==> config.mk <==
export PLATFORM = sky130hd
export DESIGN_NAME = aotf_regs
export DESIGN_NICKNAME = d
export VERILOG_FILES = /design/src/rtl/aotf_pkg.sv /design/src/rtl/aotf_trim_reg.sv /design/src/rtl/aotf_dc_filter.sv /design/src/rtl/aotf_regs.sv
export SDC_FILE = /design/constraint.sdc
export NUM_CORES = 1
export LEC_CHECK = 0
export BUFFER_PORTS_ARGS = -buffer_cell sky130_fd_sc_hd__buf_2
export CAP_MARGIN = 40
export CORE_ASPECT_RATIO = 1.25
export CORE_MARGIN = 4
export CORE_UTILIZATION = 45
export CTS_BUF_LIST = sky130_fd_sc_hd__clkbuf_16
export DETAILED_ROUTE_END_ITERATION = 7
export GPL_ROUTABILITY_DRIVEN = 1
export PLACE_DENSITY = 0.67
export REMOVE_ABC_BUFFERS = 1
export SLEW_MARGIN = 20
export SYNTH_ARGS = -nofsm -noshare
export SYNTH_HDL_FRONTEND = slang
export SYNTH_SLANG_ARGS = --single-unit
export TNS_END_PERCENT = 50
==> constraint.sdc <==
create_clock -name MCLK_I -period 4.9 [get_ports MCLK_I]
set_clock_uncertainty 0.15 [all_clocks]
set_input_delay 0.98 -clock MCLK_I [delete_from_list [all_inputs] [get_ports MCLK_I]]
set_output_delay 0.98 -clock MCLK_I [all_outputs]
set_load 0.05 [all_outputs]
==> src/rtl/aotf_pkg.sv <==
// Package with register map, field layout and reset values for the offset trim slice
package aotf_pkg;
    // Register byte addresses: the plain port carries the 12-bit device address
    localparam logic [11:0] TRIM_A_LO_ADDR = 12'h092;
    localparam logic [11:0] TRIM_A_HI_ADDR = 12'h093;
    localparam logic [11:0] TRIM_B_LO_ADDR = 12'h094;
    localparam logic [11:0] TRIM_B_HI_ADDR = 12'h095;
    localparam logic [11:0] FILT0_ADDR = 12'h097;
    localparam logic [11:0] FILT1_ADDR = 12'h098;
    // Field layout
    localparam int TRIM_W = 12;
    localparam int TRIM_HI_W = 4;
    localparam int KEEP_DC_BIT = 0;
    localparam int BW_LSB = 4;
    localparam int SOAK_LSB = 0;
    // Reset values
    localparam logic [7:0] FILT0_RST = 8'h00;
    localparam logic [7:0] FILT1_RST = 8'h33;
    localparam logic [11:0] TRIM_FACTORY_DEFAULT = 12'h800;
    // Bandwidth codes and IIR shift amounts
    localparam logic [3:0] BW_CODE_MIN = 4'h1;
    localparam logic [3:0] BW_CODE_MAX = 4'h5;
    localparam logic [4:0] BW_SHIFT_BASE = 5'h09;
    localparam logic [4:0] BW_SHIFT_DEFAULT = 5'h0C;
    // Trim access states
    typedef enum logic [1:0] {
        AOTF_IDLE = 2'b00,
        AOTF_LOAD = 2'b01,
        AOTF_READY = 2'b11
    } aotf_state_t;
endpackage : aotf_pkg

==> src/rtl/aotf_trim_reg.sv <==
// One 12-bit trim register split into a low byte and a 4-bit high half, with factory load
`timescale 1ns/10ps
module aotf_trim_reg
    import aotf_pkg::*;
(
    // Clock and reset
    input wire logic clk_i,
    input wire logic rst_n_i,
    // Factory load
    input wire logic load_i,
    input wire logic [11:0] factory_i,
    // Byte writes
    input wire logic wr_lo_i,
    input wire logic wr_hi_i,
    input wire logic [7:0] wdata_i,
    // Held value
    output logic [11:0] trim_o
);
    logic [11:0] trim_r;
    logic [11:0] trim_nxt;

    // Factory load takes priority; writes touch only their own byte
    always_comb begin
        trim_nxt = trim_r;
        if (load_i) begin
            trim_nxt = factory_i;
        end else begin
            if (wr_lo_i) begin
                trim_nxt[7:0] = wdata_i;
            end
            if (wr_hi_i) begin
                trim_nxt[11:8] = wdata_i[TRIM_HI_W-1:0]; // Reserved upper nibble dropped
            end
        end
    end

    always_ff @(posedge clk_i or negedge rst_n_i) begin
        if (!rst_n_i) begin
            trim_r <= TRIM_FACTORY_DEFAULT;
        end else begin
            trim_r <= trim_nxt;
        end
    end

    assign trim_o = trim_r;
endmodule : aotf_trim_reg

==> src/rtl/aotf_dc_filter.sv <==
// Offset filter: first-order IIR DC tracker with whole-signal or bank-mismatch removal
`timescale 1ns/10ps
module aotf_dc_filter
    import aotf_pkg::*;
(
    // Clock and reset
    input wire logic clk_i,
    input wire logic rst_n_i,
    // Control
    input wire logic enable_i,
    input wire logic keep_dc_i,
    input wire logic [4:0] shift_i,
    // Sample stream
    input wire logic sample_vld_i,
    input wire logic [11:0] sample_i,
    input wire logic [11:0] mean_i,
    output logic [11:0] data_o
);
    // Accumulator keeps 16 fraction bits so small coefficients still move it
    logic [27:0] acc_r;
    logic [27:0] acc_nxt;
    logic [11:0] data_r;
    logic [11:0] data_nxt;
    logic [11:0] est;
    logic [12:0] diff;

    assign est = acc_r[27:16];

    always_comb begin
        acc_nxt = acc_r;
        data_nxt = data_r;
        diff = 13'h0000;
        if (sample_vld_i) begin
            acc_nxt = acc_r + (({16'h0000, sample_i} << 16) >> shift_i)
                      - (acc_r >> shift_i);
            if (!enable_i) begin
                data_nxt = sample_i;
            end else if (keep_dc_i) begin
                // Only the bank's deviation from the common mean is removed
                diff = {1'b0, sample_i} - {1'b0, est} + {1'b0, mean_i};
                data_nxt = diff[12] ? 12'h000 : diff[11:0];
            end else begin
                // All DC removed; result centred at mid-scale, unsigned
                diff = {1'b0, sample_i} - {1'b0, est} + 13'h0800;
                data_nxt = diff[12] ? 12'h000 : diff[11:0];
            end
        end
    end

    always_ff @(posedge clk_i or negedge rst_n_i) begin
        if (!rst_n_i) begin
            acc_r <= 28'h0000000;
            data_r <= 12'h000;
        end else begin
            acc_r <= acc_nxt;
            data_r <= data_nxt;
        end
    end

    assign data_o = data_r;
endmodule : aotf_dc_filter

==> src/rtl/aotf_regs.sv <==
// Offset trim and offset filter control register slice for the third converter core
`timescale 1ns/10ps
module aotf_regs
    import aotf_pkg::*;
(
    // Clock and reset
    input wire logic MCLK_I,
    input wire logic RESETN_I,
    // Register port
    input wire logic [11:0] ADDR_I,
    input wire logic [7:0] WDATA_I,
    input wire logic WR_I,
    input wire logic RD_I,
    output logic [7:0] RDATA_O,
    // Factory trim values and calibration status
    input wire logic [11:0] FACTORY_TRIM_A_I,
    input wire logic [11:0] FACTORY_TRIM_B_I,
    input wire logic FG_CAL_BUSY_I,
    input wire logic FOREGROUND_CAL_COMPLETE_I,
    input wire logic BACKGROUND_CAL_ENABLE_I,
    input wire logic BACKGROUND_OFFSET_CAL_ENABLE_I,
    input wire logic OFFSET_CAL_ENABLE_I,
    input wire logic BACKGROUND_CAL_HALTED_I,
    input wire logic OFFSET_FILTER_ENABLE_I,
    // Third core sample path
    input wire logic SAMPLE_VLD_I,
    input wire logic SAMPLE_SEL_B_I,
    input wire logic [11:0] SAMPLE_I,
    input wire logic [11:0] BANK_MEAN_I,
    output logic [11:0] CORR_DATA_O,
    output logic [11:0] FILT_DATA_O,
    // Filter settings and access status
    output logic [4:0] IIR_SHIFT_O,
    output logic [3:0] SETTLE_CODE_O,
    output logic BW_RESERVED_O,
    output logic ACCESS_VIOL_O
);
    aotf_state_t state_r;
    aotf_state_t state_nxt;
    logic [7:0] filt0_r;
    logic [7:0] filt0_nxt;
    logic [7:0] filt1_r;
    logic [7:0] filt1_nxt;
    logic [7:0] rdata_r;
    logic [7:0] rdata_nxt;
    logic [11:0] corr_r;
    logic [11:0] corr_nxt;
    logic corr_vld_r;
    logic corr_vld_nxt;
    logic viol_r;
    logic viol_nxt;
    logic [11:0] trim_a;
    logic [11:0] trim_b;
    logic load;
    logic wr_trim_ok;
    logic rd_trim_ok;
    logic is_trim_addr;
    logic [12:0] corr_sum;
    logic [4:0] shift;

    // Coefficient shift from the bandwidth code; reserved codes keep the default
    function automatic logic [4:0] bw_to_shift(input logic [3:0] code);
        if (code >= BW_CODE_MIN && code <= BW_CODE_MAX) begin
            bw_to_shift = BW_SHIFT_BASE + {1'b0, code};
        end else begin
            bw_to_shift = BW_SHIFT_DEFAULT;
        end
    endfunction : bw_to_shift

    // True for the four trim byte addresses
    function automatic logic trim_addr(input logic [11:0] a);
        trim_addr = (a == TRIM_A_LO_ADDR) || (a == TRIM_A_HI_ADDR) ||
                    (a == TRIM_B_LO_ADDR) || (a == TRIM_B_HI_ADDR);
    endfunction : trim_addr

    // Factory values are loaded once after reset release, not under the async reset
    always_comb begin
        state_nxt = state_r;
        case (state_r)
            AOTF_IDLE: state_nxt = AOTF_LOAD;
            AOTF_LOAD: state_nxt = AOTF_READY;
            AOTF_READY: state_nxt = AOTF_READY;
            default: state_nxt = AOTF_IDLE;
        endcase
    end
    assign load = (state_r == AOTF_LOAD);

    // Access windows; the host is expected to respect them, we only flag a breach
    assign is_trim_addr = trim_addr(ADDR_I);
    assign wr_trim_ok = !FG_CAL_BUSY_I &&
                        !(BACKGROUND_CAL_ENABLE_I && BACKGROUND_OFFSET_CAL_ENABLE_I);
    always_comb begin
        rd_trim_ok = 1'b1;
        if (OFFSET_CAL_ENABLE_I && !BACKGROUND_OFFSET_CAL_ENABLE_I) begin
            rd_trim_ok = FOREGROUND_CAL_COMPLETE_I;
        end
        if (BACKGROUND_CAL_ENABLE_I && BACKGROUND_OFFSET_CAL_ENABLE_I) begin
            rd_trim_ok = BACKGROUND_CAL_HALTED_I;
        end
    end

    // Trim registers; a write outside its window is still taken, as the core would
    aotf_trim_reg u_trim_a (
        .clk_i(MCLK_I),
        .rst_n_i(RESETN_I),
        .load_i(load),
        .factory_i(FACTORY_TRIM_A_I),
        .wr_lo_i(WR_I && ADDR_I == TRIM_A_LO_ADDR),
        .wr_hi_i(WR_I && ADDR_I == TRIM_A_HI_ADDR),
        .wdata_i(WDATA_I),
        .trim_o(trim_a)
    );
    aotf_trim_reg u_trim_b (
        .clk_i(MCLK_I),
        .rst_n_i(RESETN_I),
        .load_i(load),
        .factory_i(FACTORY_TRIM_B_I),
        .wr_lo_i(WR_I && ADDR_I == TRIM_B_LO_ADDR),
        .wr_hi_i(WR_I && ADDR_I == TRIM_B_HI_ADDR),
        .wdata_i(WDATA_I),
        .trim_o(trim_b)
    );

    // Control registers, read data and sticky access flag
    always_comb begin
        filt0_nxt = filt0_r;
        filt1_nxt = filt1_r;
        rdata_nxt = 8'h00;
        viol_nxt = viol_r;
        if (WR_I) begin
            if (ADDR_I == FILT0_ADDR) begin
                filt0_nxt = {7'h00, WDATA_I[KEEP_DC_BIT]};
            end
            if (ADDR_I == FILT1_ADDR) begin
                filt1_nxt = WDATA_I;
            end
            if (is_trim_addr && !wr_trim_ok) begin
                viol_nxt = 1'b1;
            end
        end
        if (RD_I) begin
            case (ADDR_I)
                TRIM_A_LO_ADDR: rdata_nxt = trim_a[7:0];
                TRIM_A_HI_ADDR: rdata_nxt = {4'h0, trim_a[11:8]};
                TRIM_B_LO_ADDR: rdata_nxt = trim_b[7:0];
                TRIM_B_HI_ADDR: rdata_nxt = {4'h0, trim_b[11:8]};
                FILT0_ADDR: rdata_nxt = filt0_r;
                FILT1_ADDR: rdata_nxt = filt1_r;
                default: rdata_nxt = 8'h00; // Unmapped reads return zero
            endcase
            if (is_trim_addr && !rd_trim_ok) begin
                viol_nxt = 1'b1;
            end
        end
    end

    // Trim correction; unsigned add saturating at full scale
    always_comb begin
        corr_nxt = corr_r;
        corr_vld_nxt = SAMPLE_VLD_I;
        corr_sum = 13'h0000;
        if (SAMPLE_VLD_I) begin
            if (SAMPLE_SEL_B_I) begin
                corr_sum = {1'b0, SAMPLE_I} + {1'b0, trim_b};
            end else begin
                corr_sum = {1'b0, SAMPLE_I} + {1'b0, trim_a};
            end
            corr_nxt = corr_sum[12] ? 12'hFFF : corr_sum[11:0];
        end
    end

    always_ff @(posedge MCLK_I or negedge RESETN_I) begin
        if (!RESETN_I) begin
            state_r <= AOTF_IDLE;
            filt0_r <= FILT0_RST;
            filt1_r <= FILT1_RST;
            rdata_r <= 8'h00;
            corr_r <= 12'h000;
            corr_vld_r <= 1'b0;
            viol_r <= 1'b0;
        end else begin
            state_r <= state_nxt;
            filt0_r <= filt0_nxt;
            filt1_r <= filt1_nxt;
            rdata_r <= rdata_nxt;
            corr_r <= corr_nxt;
            corr_vld_r <= corr_vld_nxt;
            viol_r <= viol_nxt;
        end
    end

    assign shift = bw_to_shift(filt1_r[BW_LSB+3:BW_LSB]);

    // Filter follows the trimmed stream, one cycle behind it
    aotf_dc_filter u_filter (
        .clk_i(MCLK_I),
        .rst_n_i(RESETN_I),
        .enable_i(OFFSET_FILTER_ENABLE_I),
        .keep_dc_i(filt0_r[KEEP_DC_BIT]),
        .shift_i(shift),
        .sample_vld_i(corr_vld_r),
        .sample_i(corr_r),
        .mean_i(BANK_MEAN_I),
        .data_o(FILT_DATA_O)
    );

    assign RDATA_O = rdata_r;
    assign CORR_DATA_O = corr_r;
    assign IIR_SHIFT_O = shift;
    assign SETTLE_CODE_O = filt1_r[SOAK_LSB+3:SOAK_LSB]; // value used as written
    assign BW_RESERVED_O = (filt1_r[BW_LSB+3:BW_LSB] < BW_CODE_MIN) ||
                           (filt1_r[BW_LSB+3:BW_LSB] > BW_CODE_MAX);
    assign ACCESS_VIOL_O = viol_r;
endmodule : aotf_regs

[After elaboration in Yosys (flattened, before gate mapping)]
Cells that the tools add are included.
Storage, ports and cells
  memory bits (writable): 0
  flip-flop bits (word level): 97
  logic and storage cells: 85
  output and inout bits: 43
  memories: 0
  latch bits: 0
  ROM bits: 0
  bits of input ports: 81
Operators by class
  multiplexer cells: 23
  shift operators: 2
  order comparisons: 4
  $mul: 0
  add/sub/neg operators: 8
  bitwise gates (word level): 0
  reduce and logical (&&, ||, !) cells: 27
  equality and inequality tests: 8
  div/mod/pow operators: 0
Operators by type and width (count)
  $mux W12: 7
  $eq A12 B8 Y1 const B: 6
  $shr A28 B5 Y28: 2
  $pmux W8 S6: 1
  $add A28 B28 Y28: 1
  $sub A28 B28 Y28: 1
  $add A12 B12 Y13: 2
  $mux W13: 2
  $mux W8: 3
  $add A13 B12 Y13: 1
  $add A13 B12 Y13 const B: 1
  $sub A12 B12 Y13: 1
  $logic_and A1 B1 Y1: 10
  $mux W4: 2
  $reduce_bool A2 Y1: 4
  $mux W1: 6
  $add A4 B4 Y5 const A: 1
  $logic_not A1 Y1: 5
  $mux W5: 1
  $ge A4 B1 Y1 const B: 1
  $gt A4 B3 Y1 const B: 1
  $le A4 B3 Y1 const B: 1
  $logic_or A1 B1 Y1: 4
  $lt A4 B1 Y1 const B: 1
  6 further kinds: 7

[Longest topological paths before layout]
Gate-level depths: netlist (run 1).
  word-level depth: 9
  mapped depth: 26
  gate-level depth less buffers: 24

[Hierarchy]
From an unflattened synthesis (run 1), not the netlist that was laid out.
Second synthesis, totals
  cell total of the unflattened synthesis: 1239
  area, all modules: 10386.2 um^2
Modules (own cells, without submodules)
  aotf_dc_filter: instances 1, sequential area each 1001.0 um^2, area each 6877.8 um^2, cells an instance 908
  aotf_regs: instances 1, sequential area each 830.8 um^2, area each 2387.3 um^2, cells an instance 227
  aotf_trim_reg: instances 2, sequential area each 301.5 um^2, area each 560.5 um^2, cells an instance 52

[Worst setup path after synthesis (run 1)]
Ideal clock, no wire load.
  path kind: register to register
  start: register filt1_r[4]
  end: register u_filter.acc_r[10]
  arrival: 4.964 ns
  period minus slack after synthesis: 5.238 ns
  data required time: 4.625 ns
  slack: -0.338 ns
  buffers on the path: 2
  library setup time: 0.125 ns
  cell stages (with the launch flop): 22
  cells stage by stage: dfstp_2 > inv_1 > ha_1 > xor2_2 > a21oi_4 > and3_1 > and2_1 > buf_2 > inv_2 > clkbuf_1 > a21oi_1 > fa_1 > inv_1 > fa_1 > a211oi_1 > o21ai_1 > a31oi_1 > nand2b_1 > nand2b_1 > a21oi_1 > xnor2_1 > mux2_2
Between the ends
  word-level cells in the longest chain between the ends: 6
  elaborated cells on any way between the ends: 9
  those cells by class: add/sub (3); order compare (2); shift (2); mux (1); reduce/logical (1)
Ends and longest elaborated chain
  start: declaration: RTL line aotf_regs.sv:42  | logic [7:0] filt1_r;
  start signal: assignment: RTL line aotf_regs.sv:184  | filt1_r <= filt1_nxt;
  $ge A4 B1 Y1 or $le A4 B3 Y1 (tied branches): RTL line aotf_regs.sv:63  | if (code >= BW_CODE_MIN && code <= BW_CODE_MAX) begin
  $logic_and A1 B1 Y1: RTL line aotf_regs.sv:63
  $mux W5 *: RTL line aotf_regs.sv:63
  named net IIR_SHIFT_O[3]: RTL line aotf_regs.sv:33  | output logic [4:0] IIR_SHIFT_O,
  $shr A28 B5 Y28: RTL line aotf_dc_filter.sv:34  | acc_nxt = acc_r + (({16'h0000, sample_i} << 16) >> shift_i)
  $add A28 B28 Y28: RTL line aotf_dc_filter.sv:34
  $sub A28 B28 Y28 *: RTL line aotf_dc_filter.sv:35  | - (acc_r >> shift_i);
  end signal: assignment: RTL line aotf_dc_filter.sv:55  | acc_r <= acc_nxt;
  end: declaration: RTL line aotf_dc_filter.sv:20  | logic [27:0] acc_r;
The timed path passes the listed nets; every way through them passes the cells marked *.
A chain may end at the register's enable or synchronous reset.

[Worst setup path after layout (run 1)]
  start: register filt1_r[4]
  end: register u_filter.acc_r[17]
Between the ends
  word-level cells in the longest chain between the ends: 6
  elaborated cells on any way between the ends: 9
  those cells by class: add/sub (3); order compare (2); shift (2); mux (1); reduce/logical (1)
Ends and longest elaborated chain (RTL line)
  $ge A4 B1 Y1 or $le A4 B3 Y1 (tied branches): aotf_regs.sv:63
  $logic_and A1 B1 Y1: aotf_regs.sv:63
  $mux W5 *: aotf_regs.sv:63
  $shr A28 B5 Y28: aotf_dc_filter.sv:34
  $add A28 B28 Y28: aotf_dc_filter.sv:34
  $sub A28 B28 Y28 *: aotf_dc_filter.sv:35
Mark *: on every way between the ends. The rest lies on a longest branch, timed or not.

==> results of run 1 <==
## power by group
part	internal (W)	total, W	switching (W)
combinational	0.00434	0.00899	0.00465
clock	0.000362	0.000753	0.000392
sequential	0.00102	0.00133	0.000303
total	0.00572	0.0111	0.00535
## sequential cells by signal (all words and copies together) (netlist names)
signal and count:
u_filter.acc_r 28, CORR_DATA_O 12, u_filter.data_o 12, u_trim_a.trim_o 12
u_trim_b.trim_o 12, RDATA_O 8, filt1_r 8, state_r 2
ACCESS_VIOL_O 1, corr_vld_r 1, filt0_r 1
## cells by family (layout without fill, tap and decap cells)
logic type	Yosys count	in the layout	synth area share [%]
adder cells (fa/ha/maj)	98	98	14.5
buffers and inverters	169	457	7.47
AO/OA/AOI/OAI	333	333	21.9
flip-flops	97	97	24.3
AND/OR/NAND/NOR	310	310	14.4
XOR/XNOR	46	46	4.10
other	2	6	0.0750
multiplexers	125	125	13.2
## critical path, delay by kind of cell (launching register included)
kind / cells / cell delay (ns)
buffers and inverters: 7 / 0.85
adder cells (fa/ha/maj): 3 / 0.80
multiplexers: 2 / 0.46
AO/OA/AOI/OAI: 8 / 1.50
XOR/XNOR: 2 / 0.27
flip-flops: 1 / 0.55
AND/OR/NAND/NOR: 3 / 0.44
## metrics by stage
stage,worst slack [ns],total power (W),instances,hold WS (ns)
after floorplan,-1.42,0.00600,1124,0.209
after global placement,-0.623,0.00829,1700,0.221
after detailed placement,-0.672,0.00841,1701,0.228
after CTS,-0.125,0.0103,1741,0.253
after global routing,-0.496,0.0119,1751,0.275
final,-0.260,0.0111,1751,0.243
## final cells by class
| type | instances | area share (%) |
|---|---|---|
| multi-input cells | 918 | 57.1 |
| flip-flops and latches | 97 | 17.9 |
| repair buffers | 331 | 17.1 |
| inverters | 109 | 3.13 |
| well taps | 279 | 2.56 |
| clock buffers | 9 | 1.65 |
| clock inverters | 7 | 0.514 |
| repair inverters | 1 | 0.119 |
## cells in the mapped netlist, types with 15 or more instances
cell type | number | area share (%)
nand2_1 | 109 | 4.1
inv_1 | 105 | 3.9
mux2i_1 | 99 | 9.9
dfrtp_1 | 91 | 23
nor2_1 | 91 | 3.4
o21ai_0 | 78 | 3.9
a21oi_1 | 73 | 3.6
ha_1 | 68 | 8.5
xnor2_1 | 34 | 3.0
fa_1 | 30 | 6.0
clkbuf_1 | 28 | 1.0
a211oi_1 | 25 | 1.9
mux2_2 | 22 | 2.5
nand3_1 | 22 | 1.1
o22a_1 | 21 | 1.8
nor3_1 | 20 | 1.0
a21o_1 | 15 | 1.1
a31oi_1 | 15 | 0.94
buf_2 | 15 | 0.75
## path summary, 6_finish.rpt
| path | depth (start not counted) | endpoint | start | slack [ns] |
|---|---|---|---|---|
| hold reg to reg | 0 | state_r[1] | state_r[0] | 0.24 |
| hold / removal | 0 | state_r[1] | state_r[0] | 0.24 |
| setup reg to reg | 25 | u_filter.acc_r[17] | filt1_r[4] | -0.26 |
| max in group asynchronous | 2 | u_filter.acc_r[2] | RESETN_I | 3.36 |
| min in group asynchronous | 1 | u_trim_a.trim_o[5] | RESETN_I | 0.45 |
| setup / recovery | 25 | u_filter.acc_r[17] | filt1_r[4] | -0.26 |
## metal layers
metal	routed length, um	part of all wire [%]
met2	16700	50
met1	13400	40
met4	1500	4.5
met5	0	0
met3	1820	5.5
## repair_timing
action | in CTS | in global routing
gates cloned | 2 | 0
setup buffers | 23 | 10
pin swaps | 59 | 39
gates resized for setup | 158 | 54
endpoints found under the setup margin | 23 | 22
## cells in the final DEF (no fill, tap or decap), types with 22 or more instances in the layout
cell     synthesis  routed
nor2_1          91      84
ha_1            68      52
mux2i_2          1      22
nand2_1        109     103
buf_4            5     192
a21oi_1         73      52
buf_2           15     122
mux2i_1         99      60
dfrtp_1         91      90
inv_1          105     100
nand3_1         22      22
o21ai_0         78      59
fa_1            30      29
xnor2_1         34      32
==> results_dict.tcl, run 1 <==
set metrics [dict create \
    rsz0062_at_grt "true" \
    violations "negative setup slack" \
    final_cell_area_sq_um 13600 \
    die_h_um 175 \
    antenna_found_initial 0 \
    layout-drive-gt1-share_pct 36.9 \
    root_buffer "clkbuf_16" \
    place_congestion 0.965 \
    layout_setup_ws_ns -0.260 \
    seq_area_frac_synth_pct 24.3 \
    fillers 1798 \
    die_w_um 141 \
    cts_tree "yes" \
    status "finished with violations" \
    cts_sinks 97 \
    syn_inst 1180 \
    critical_path_arrival_ns 5.23 \
    hold_path.class "reg -> reg" \
    totalNegativeSetupSlack_ns -2.52 \
    crit_fanout 6 \
    viasPerCell 5.80 \
    crit_top_cell "buf_4" \
    grt_pass1_vias 10206 \
    ir_drop_uv 580 \
    finalHoldViolCount 0 \
    dieArea_sq_um 24700 \
    synth.distinct_cells 85 \
    gr-usage-met1_pct 32.3 \
    met3_usage_pct 3.45 \
    fmaxAchievable_ghz 0.194 \
    clk_latency_ns 0.37 \
    worstMarginPinSlew_ns 0.870 \
    drc_errors 0 \
    syn_avg_cell_area_sq_um 8.48 \
    cp-end-kind "register" \
    ys_ff_latch 97 \
    syn_area_sq_um 10000 \
    cts_hold_repair.buffers 0 \
    multi_input_area_sq_um 7780 \
    num_vias 10157 \
    grt-ovfl-total 0 \
    period_needed_ns 5.16 \
    critical-path-max-stage-delay_ns 0.55 \
    wl_per_cell_um 19.1 \
    grt-busiest-layer "met2" \
    yosys_warnings 0 \
    grt_pass1_wl_mm 52.3 \
    cp_slowest_cell "dfstp_2" \
    drt_iter0_drc 585 \
    p_leak_nw 6.32 \
    io_pins 124 \
    dpl.hpwl_mm 25.0 \
    port-buffer-count 123 \
    syn2layout_area_growth_pct 36.1 \
    crit_type "reg -> reg" \
    cts_max_path_buffers 2 \
    final_max_slew_viol_count 0 \
    grt_util_all_layers_pct 26.1 \
    synth_edf_count 0 \
    crit_required_ns 4.97 \
    max-slew-margin-rel_pct 41.5 \
    drv_cap 0 \
    synthArstFlopShare_pct 100 \
    post-route-util_pct 62.8 \
    path_clk_slew_ns 0.08 \
    routed_wirelength_mm 33.4 \
    cp-start-kind "register" \
    fin_nets 1646 \
    area.sequential_sq_um 2440 \
    ctsHtreeMaxLevel 3 \
    fp.coreArea_sq_um 21700 \
    grt_max_degree 59 \
    synth_ff_type "dfrtp_1" \
    diodes 0 \
    period_share_pct 105 \
    rows 60 \
    p_per_area_nw_per_um2 812 \
    setup_viol 17 \
    firstDrtPassIters 7 \
    numCtsBuffers 9 \
    postRouteAntennaNets 0 \
    use_met2_pct 45.3 \
    placed_cell_area_sq_um 12000 \
    start_util_pct 46.1 \
]
Note: power is estimated with default switching activity, not from simulation.
==> run 2, diff against run 1 <==
--- a/config.mk
+++ b/config.mk
@@ -5,6 +5,7 @@
 export SDC_FILE = /design/constraint.sdc
 export NUM_CORES = 1
 export LEC_CHECK = 0
+export ABC_AREA = 1
 export BUFFER_PORTS_ARGS = -buffer_cell sky130_fd_sc_hd__buf_2
 export CAP_MARGIN = 40
 export CORE_ASPECT_RATIO = 1.25
@@ -13,7 +14,8 @@
 export CTS_BUF_LIST = sky130_fd_sc_hd__clkbuf_16
 export DETAILED_ROUTE_END_ITERATION = 7
 export GPL_ROUTABILITY_DRIVEN = 1
-export PLACE_DENSITY = 0.67
+export PLACE_DENSITY = 0.66
+export RECOVER_POWER = 100
 export REMOVE_ABC_BUFFERS = 1
 export SLEW_MARGIN = 20
 export SYNTH_ARGS = -nofsm -noshare
==> results_dict.tcl, run 2 <==
set metrics [dict create \
    io_pins 124 \
    finalHoldViolCount 0 \
    grt_util_all_layers_pct 30.4 \
    postRouteAntennaNets 0 \
    cts_max_path_buffers 2 \
    total_power_w 0.00925 \
    dieArea_sq_um 27500 \
    post-route-util_pct 51.7 \
    crit_type "reg -> reg" \
    cts_sinks 97 \
    diodes 0 \
    grt-ovfl-total 0 \
    cp-start-kind "register" \
    drv_cap 3 \
    firstDrtPassIters 7 \
    largest_reg_flops 28 \
    final_common_cell "nand2_1" \
    totalNegativeSetupSlack_ns 0 \
    drc_errors 0 \
    path_clk_slew_ns 0.08 \
    syn_inst 1779 \
    synth.distinct_cells 50 \
    wl_per_cell_um 18.5 \
    num_vias 12539 \
    crit_required_ns 5.02 \
    critical_path_arrival_ns 4.74 \
    rsz0062_at_grt "true" \
    cp-end-kind "register" \
    dpl.hpwl_mm 33.4 \
    grt_pass1_vias 12269 \
    layout_common_cells "nand2_1 (486), nand3_1 (260), inv_1 (223), nor2_1 (138), o21ai_0 (93)" \
    ys_ff_latch 97 \
    violations "max-capacitance violations, max-slew violations" \
    numCtsBuffers 9 \
    routed_wirelength_mm 41.4 \
    synth_edf_count 0 \
    yosys.area.top_type_share_pct 20.3 \
    layout-drive-gt1-share_pct 10.3 \
    seq_area_frac_synth_pct 21.7 \
    die_w_um 149 \
    yosysTopAreaCell "dfrtp_1" \
    clk_latency_ns 0.38 \
    crit_fanout 11 \
    syn2layout_area_growth_pct 13.1 \
    fmaxAchievable_ghz 0.217 \
    place_congestion 1.06 \
    syn_area_sq_um 11200 \
    final_max_slew_viol_count 75 \
    start_util_pct 45.7 \
    synth_ff_type "dfrtp_1" \
    yosys_warnings 0 \
    antenna_found_initial 1 \
    p_leak_nw 6.52 \
    rows 64 \
    synth_commonest_cells "nand2_1 (488), nand3_1 (262), inv_1 (223)" \
    p_per_area_nw_per_um2 730 \
    synthArstFlopShare_pct 100 \
    regMostFlops "u_filter.acc_r" \
    period_needed_ns 4.62 \
    yosysMostFrequentCell "nand2_1" \
    setup_viol 0 \
    cts_tree "yes" \
    drt_iter0_drc 777 \
    syn_avg_cell_area_sq_um 6.29 \
    hold_path.class "reg -> reg" \
    max-slew-margin-rel_pct -67.9 \
    fp.coreArea_sq_um 24500 \
    period_share_pct 94.2 \
    ir_drop_uv 560 \
    viasPerCell 5.60 \
    root_buffer "clkbuf_16" \
    worstMarginPinSlew_ns 2.52 \
    ctsHtreeMaxLevel 3 \
    grt_pass1_wl_mm 65.5 \
    grt_max_degree 43 \
    die_h_um 184 \
    port-buffer-count 123 \
    fin_nets 2084 \
    ys_top_cells_by_area "dfrtp_1 (20%), nand2_1 (16%), nand3_1 (12%), ha_1 (7.6%), inv_1 (7.5%)" \
    status "finished with violations" \
]
## run 2: cell types whose count changed after synthesis, sizes merged, moves of 19 or more
| cell | before | now |
|---|---|---|
| o22a | 21 | 0 |
| o21ai | 88 | 111 |
| nand2 | 112 | 490 |
| mux2i | 100 | 1 |
| nor2 | 92 | 142 |
| mux2 | 22 | 3 |
| a211oi | 26 | 0 |
| nand4 | 5 | 43 |
| nand3 | 22 | 266 |
| inv | 108 | 233 |
## run 2: kinds of logic after synthesis
logic type	Yosys count	synth area share [%]
xor+xnor	27	2.11
mux	4	0.391
fa+ha+maj	98	13.0
simple gates	978	38.2
other cells	2	0.0671
compound gates	268	13.3
flops	97	21.7
buf+inv	305	11.1
## run 2: worst paths after layout
check,start,end,slack (ns),cells after the start
worst max-delay path,filt1_r[5],u_filter.acc_r[14],0.28,26
worst min-delay path,ACCESS_VIOL_O,ACCESS_VIOL_O,0.33,1
worst max register to register,filt1_r[5],u_filter.acc_r[14],0.28,26
worst min register to register,ACCESS_VIOL_O,ACCESS_VIOL_O,0.33,1
max in group asynchronous,RESETN_I,u_trim_a.trim_o[1],1.14,2
min in group asynchronous,RESETN_I,u_filter.acc_r[8],1.22,1
## run 2: layout make-up
class | instances | area (sq um)
repair buffers | 180 | 1060
fillers | 2605 | 11800
well taps | 330 | 413
flip-flops and latches | 97 | 2430
multi-input cells | 1381 | 7560
inverters | 236 | 886
clock inverters | 7 | 95.1
clock buffers | 9 | 225
## run 2: worst max-delay path, cell delays in order (launching register included)
cell      delay, ns
dfstp_2        0.56
inv_1          0.07
ha_1           0.17
inv_1          0.10
nand2_1        0.06
nand2_1        0.10
nand2_4        0.10
nand3_4        0.14
buf_4          0.21
buf_4          0.16
nand2_1        0.07
nand3_1        0.09
nand3_1        0.11
nand2_1        0.08
nand2_1        0.06
inv_2          0.04
nand2_1        0.13
fa_1           0.50
ha_2           0.40
nand3_1        0.09
nand2_1        0.10
inv_1          0.06
o21bai_1       0.36
a21oi_1        0.16
or2_2          0.30
nand3_1        0.07
nand2_1        0.05
## run 2: layer usage
metal | routed length (um) | GRT usage, % | up-vias
li1 | - | - | 6105
met1 | 16000 | 35.5 | 5797
met2 | 19800 | 51.7 | 494
met3 | 2210 | 4.08 | 143
met4 | 3320 | 20.5 | 0
met5 | 0 | 0 | -
## run 2: where the power goes
group,internal (W),total (W),switching [W]
Clock,0.000413,0.000817,0.000404
Combinational,0.00254,0.00721,0.00467
Sequential,0.00101,0.00123,0.000214
Total,0.00396,0.00925,0.00529
## run 2: metrics by stage
stage | instances | setup slack (ns) | hold WS (ns) | area, sq um
2_1_floorplan | 1714 | -1.05 | 0.299 | 10900
3_3_place_gp | 2219 | 0.294 | 0.307 | 12300
3_5_place_dp | 2220 | 0.249 | 0.297 | 12400
4_1_cts | 2236 | 0.220 | 0.326 | 12700
5_1_grt | 2240 | -0.0307 | 0.356 | 12700
6_report | 2240 | 0.285 | 0.330 | 12700
## run 2: timing repair
action | 4_1_cts | 5_1_grt
hold endpoints to repair | 0 | 0
setup buffers | 0 | 4
gates resized for setup | 0 | 16
endpoints found under the setup margin | 0 | 16
hold buffers | 0 | 0
==> run 3, diff against run 2 <==
--- a/config.mk
+++ b/config.mk
@@ -14,7 +14,6 @@
 export CTS_BUF_LIST = sky130_fd_sc_hd__clkbuf_16
 export DETAILED_ROUTE_END_ITERATION = 7
 export GPL_ROUTABILITY_DRIVEN = 1
-export PLACE_DENSITY = 0.66
 export RECOVER_POWER = 100
 export REMOVE_ABC_BUFFERS = 1
 export SLEW_MARGIN = 20
==> constraint.sdc (replaced) <==
create_clock -name MCLK_I -period 5 [get_ports MCLK_I]
set_clock_uncertainty 0.15 [all_clocks]
set_input_delay 1 -clock MCLK_I [delete_from_list [all_inputs] [get_ports MCLK_I]]
set_output_delay 1 -clock MCLK_I [all_outputs]
set_load 0.05 [all_outputs]
==> results_dict.tcl, run 3 (same netlist as run 2, synthesis figures left out) <==
set metrics [dict create \
    post_cts_buffers 0 \
    grt_max_degree 53 \
    violations "max-capacitance violations, max-slew violations" \
    hold_ws_ns 0.311 \
    crit_type "reg -> reg" \
    critical-path-max-stage-delay_ns 0.55 \
    fmaxAchievable_ghz 0.209 \
    p_leak_nw 6.42 \
    crit_path_cell_trace "inv_1 -> ha_1 -> inv_1 -> nand2_1 -> nand2_1 -> nand2_4 -> buf_4 -> nand4_1 -> nand3_1 -> nand3_1 -> o21ai_1 -> o21ai_1 -> inv_1 -> fa_1 -> inv_1 -> ha_1 -> nand3_2 -> nor2_4 -> nand4_1 -> nand3_1 -> nand2_1 -> nand3_1 -> o21ai_0" \
    r2r_start "filt1_r[5]" \
    finalHoldViolCount 0 \
    status "finished with violations" \
    route.met2.wl_mm 20.3 \
    cts_max_path_buffers 2 \
    die_h_um 184 \
    cp-end-kind "register" \
    p_per_area_nw_per_um2 711 \
    root_buffer "clkbuf_16" \
    cp.buffers_inverters 5 \
    drv_cap 4 \
    layout-drive-gt1-share_pct 8.59 \
    antenna_found_initial 0 \
    top_layer "met4" \
    period_needed_ns 4.80 \
    wl_per_cell_um 18.8 \
    totalNegativeSetupSlack_ns 0 \
    num_vias 12316 \
    port-buffer-count 123 \
    critical_path_arrival_ns 4.89 \
    grt_pass1_vias 11862 \
    viasPerCell 5.56 \
    period_share_pct 95.9 \
    numCtsBuffers 9 \
    ctsHtreeMaxLevel 3 \
    crit_family "simple AND/OR/NAND/NOR gates" \
    met3_length_mm 1.78 \
    layout_common_cells "nand2_1 (488), nand3_1 (261), inv_1 (223), nor2_1 (139), o21ai_0 (92)" \
    cts_tree "yes" \
    final_max_slew_viol_count 120 \
    cp-start-kind "register" \
    grt_util_all_layers_pct 30.2 \
    max-slew-margin-rel_pct -93.3 \
    regMostFlops "u_filter.acc_r" \
    rows 64 \
    setup_viol 0 \
    start_util_pct 45.7 \
    crit_start "filt1_r[5]" \
    fp.coreArea_sq_um 24500 \
    dieArea_sq_um 27500 \
    diodes 0 \
    firstDrtPassIters 7 \
    grt_pass1_wl_mm 64.9 \
    drc_errors 0 \
    crit_fanout 22 \
    postRouteAntennaNets 0 \
    clk_latency_ns 0.37 \
    fin_nets 2059 \
    min-delay-start "ACCESS_VIOL_O" \
    final_common_cell "nand2_1" \
    wl_met1_mm 16.4 \
    largest_reg_flops 28 \
    cts_sinks 97 \
    drt_iter0_drc 928 \
    worstMarginPinSlew_ns 2.90 \
    grt-ovfl-total 0 \
    ir_drop_uv 541 \
    die_w_um 149 \
    path_clk_slew_ns 0.08 \
    syn2layout_area_growth_pct 11.4 \
    rsz0062_at_grt "true" \
    place_congestion 1.00 \
    io_pins 124 \
    crit_required_ns 5.09 \
    routed_wirelength_mm 41.6 \
    dpl.hpwl_mm 33.6 \
    hold_path.class "reg -> reg" \
    cp_slowest_cell "dfstp_2" \
]
## run 3: cell count changes in the layout (fill, tap and decap cells not counted), sizes merged
cell / delta
buf: -24
clkbuf: -1
clkinv: +3
clkinvlp: -2
inv: -1
## run 3: worst paths after layout
path	endpoint	slack [ns]	cells after the start
worst max-delay path	u_filter.acc_r[18]	0.20	23
worst min register to register	ACCESS_VIOL_O	0.31	1
min in group asynchronous	u_filter.acc_r[6]	0.65	1
worst max register to register	u_filter.acc_r[18]	0.20	23
max in group asynchronous	u_trim_b.trim_o[8]	0.75	2
worst min-delay path	ACCESS_VIOL_O	0.31	1
## run 3: cell type report
class	instances	area, sq um
clock inverters	7	87.6
clock buffers	9	225
flip-flops and latches	97	2430
inverters	236	888
well taps	330	413
fillers	2668	12000
repair buffers	155	882
multi-input cells	1381	7540
## run 3: metal layers
layer,up-vias,track usage [%]
met3,111,3.17
met4,0,19.7
li1,6050,-
met2,443,52.2
met5,-,0
met1,5712,35.6
## run 3: through the flow
stage	utilization [%]	instances	instance area, sq um	power [W]	worst slack, ns
CTS	51.1	2214	12500	0.00878	0.0586
floorplan	-	1714	10900	0.00608	-0.954
detailed placement	49.9	2198	12200	0.00796	0.0880
finish	50.9	2215	12500	0.00886	0.205
global route	50.9	2215	12500	0.00981	-0.0556
global placement	49.7	2197	12200	0.00793	0.0939
## run 3: timing repair
action	CTS	global route
gates resized for setup	0	13
endpoints found under the setup margin	0	14
hold buffers	0	0
## run 3: power breakdown
group | leakage (nW) | internal, W | switching (W)
combinational | 5.12 | 0.00234 | 0.00454
sequential | 1.15 | 0.000994 | 0.000212
clock | 0.152 | 0.000399 | 0.000379
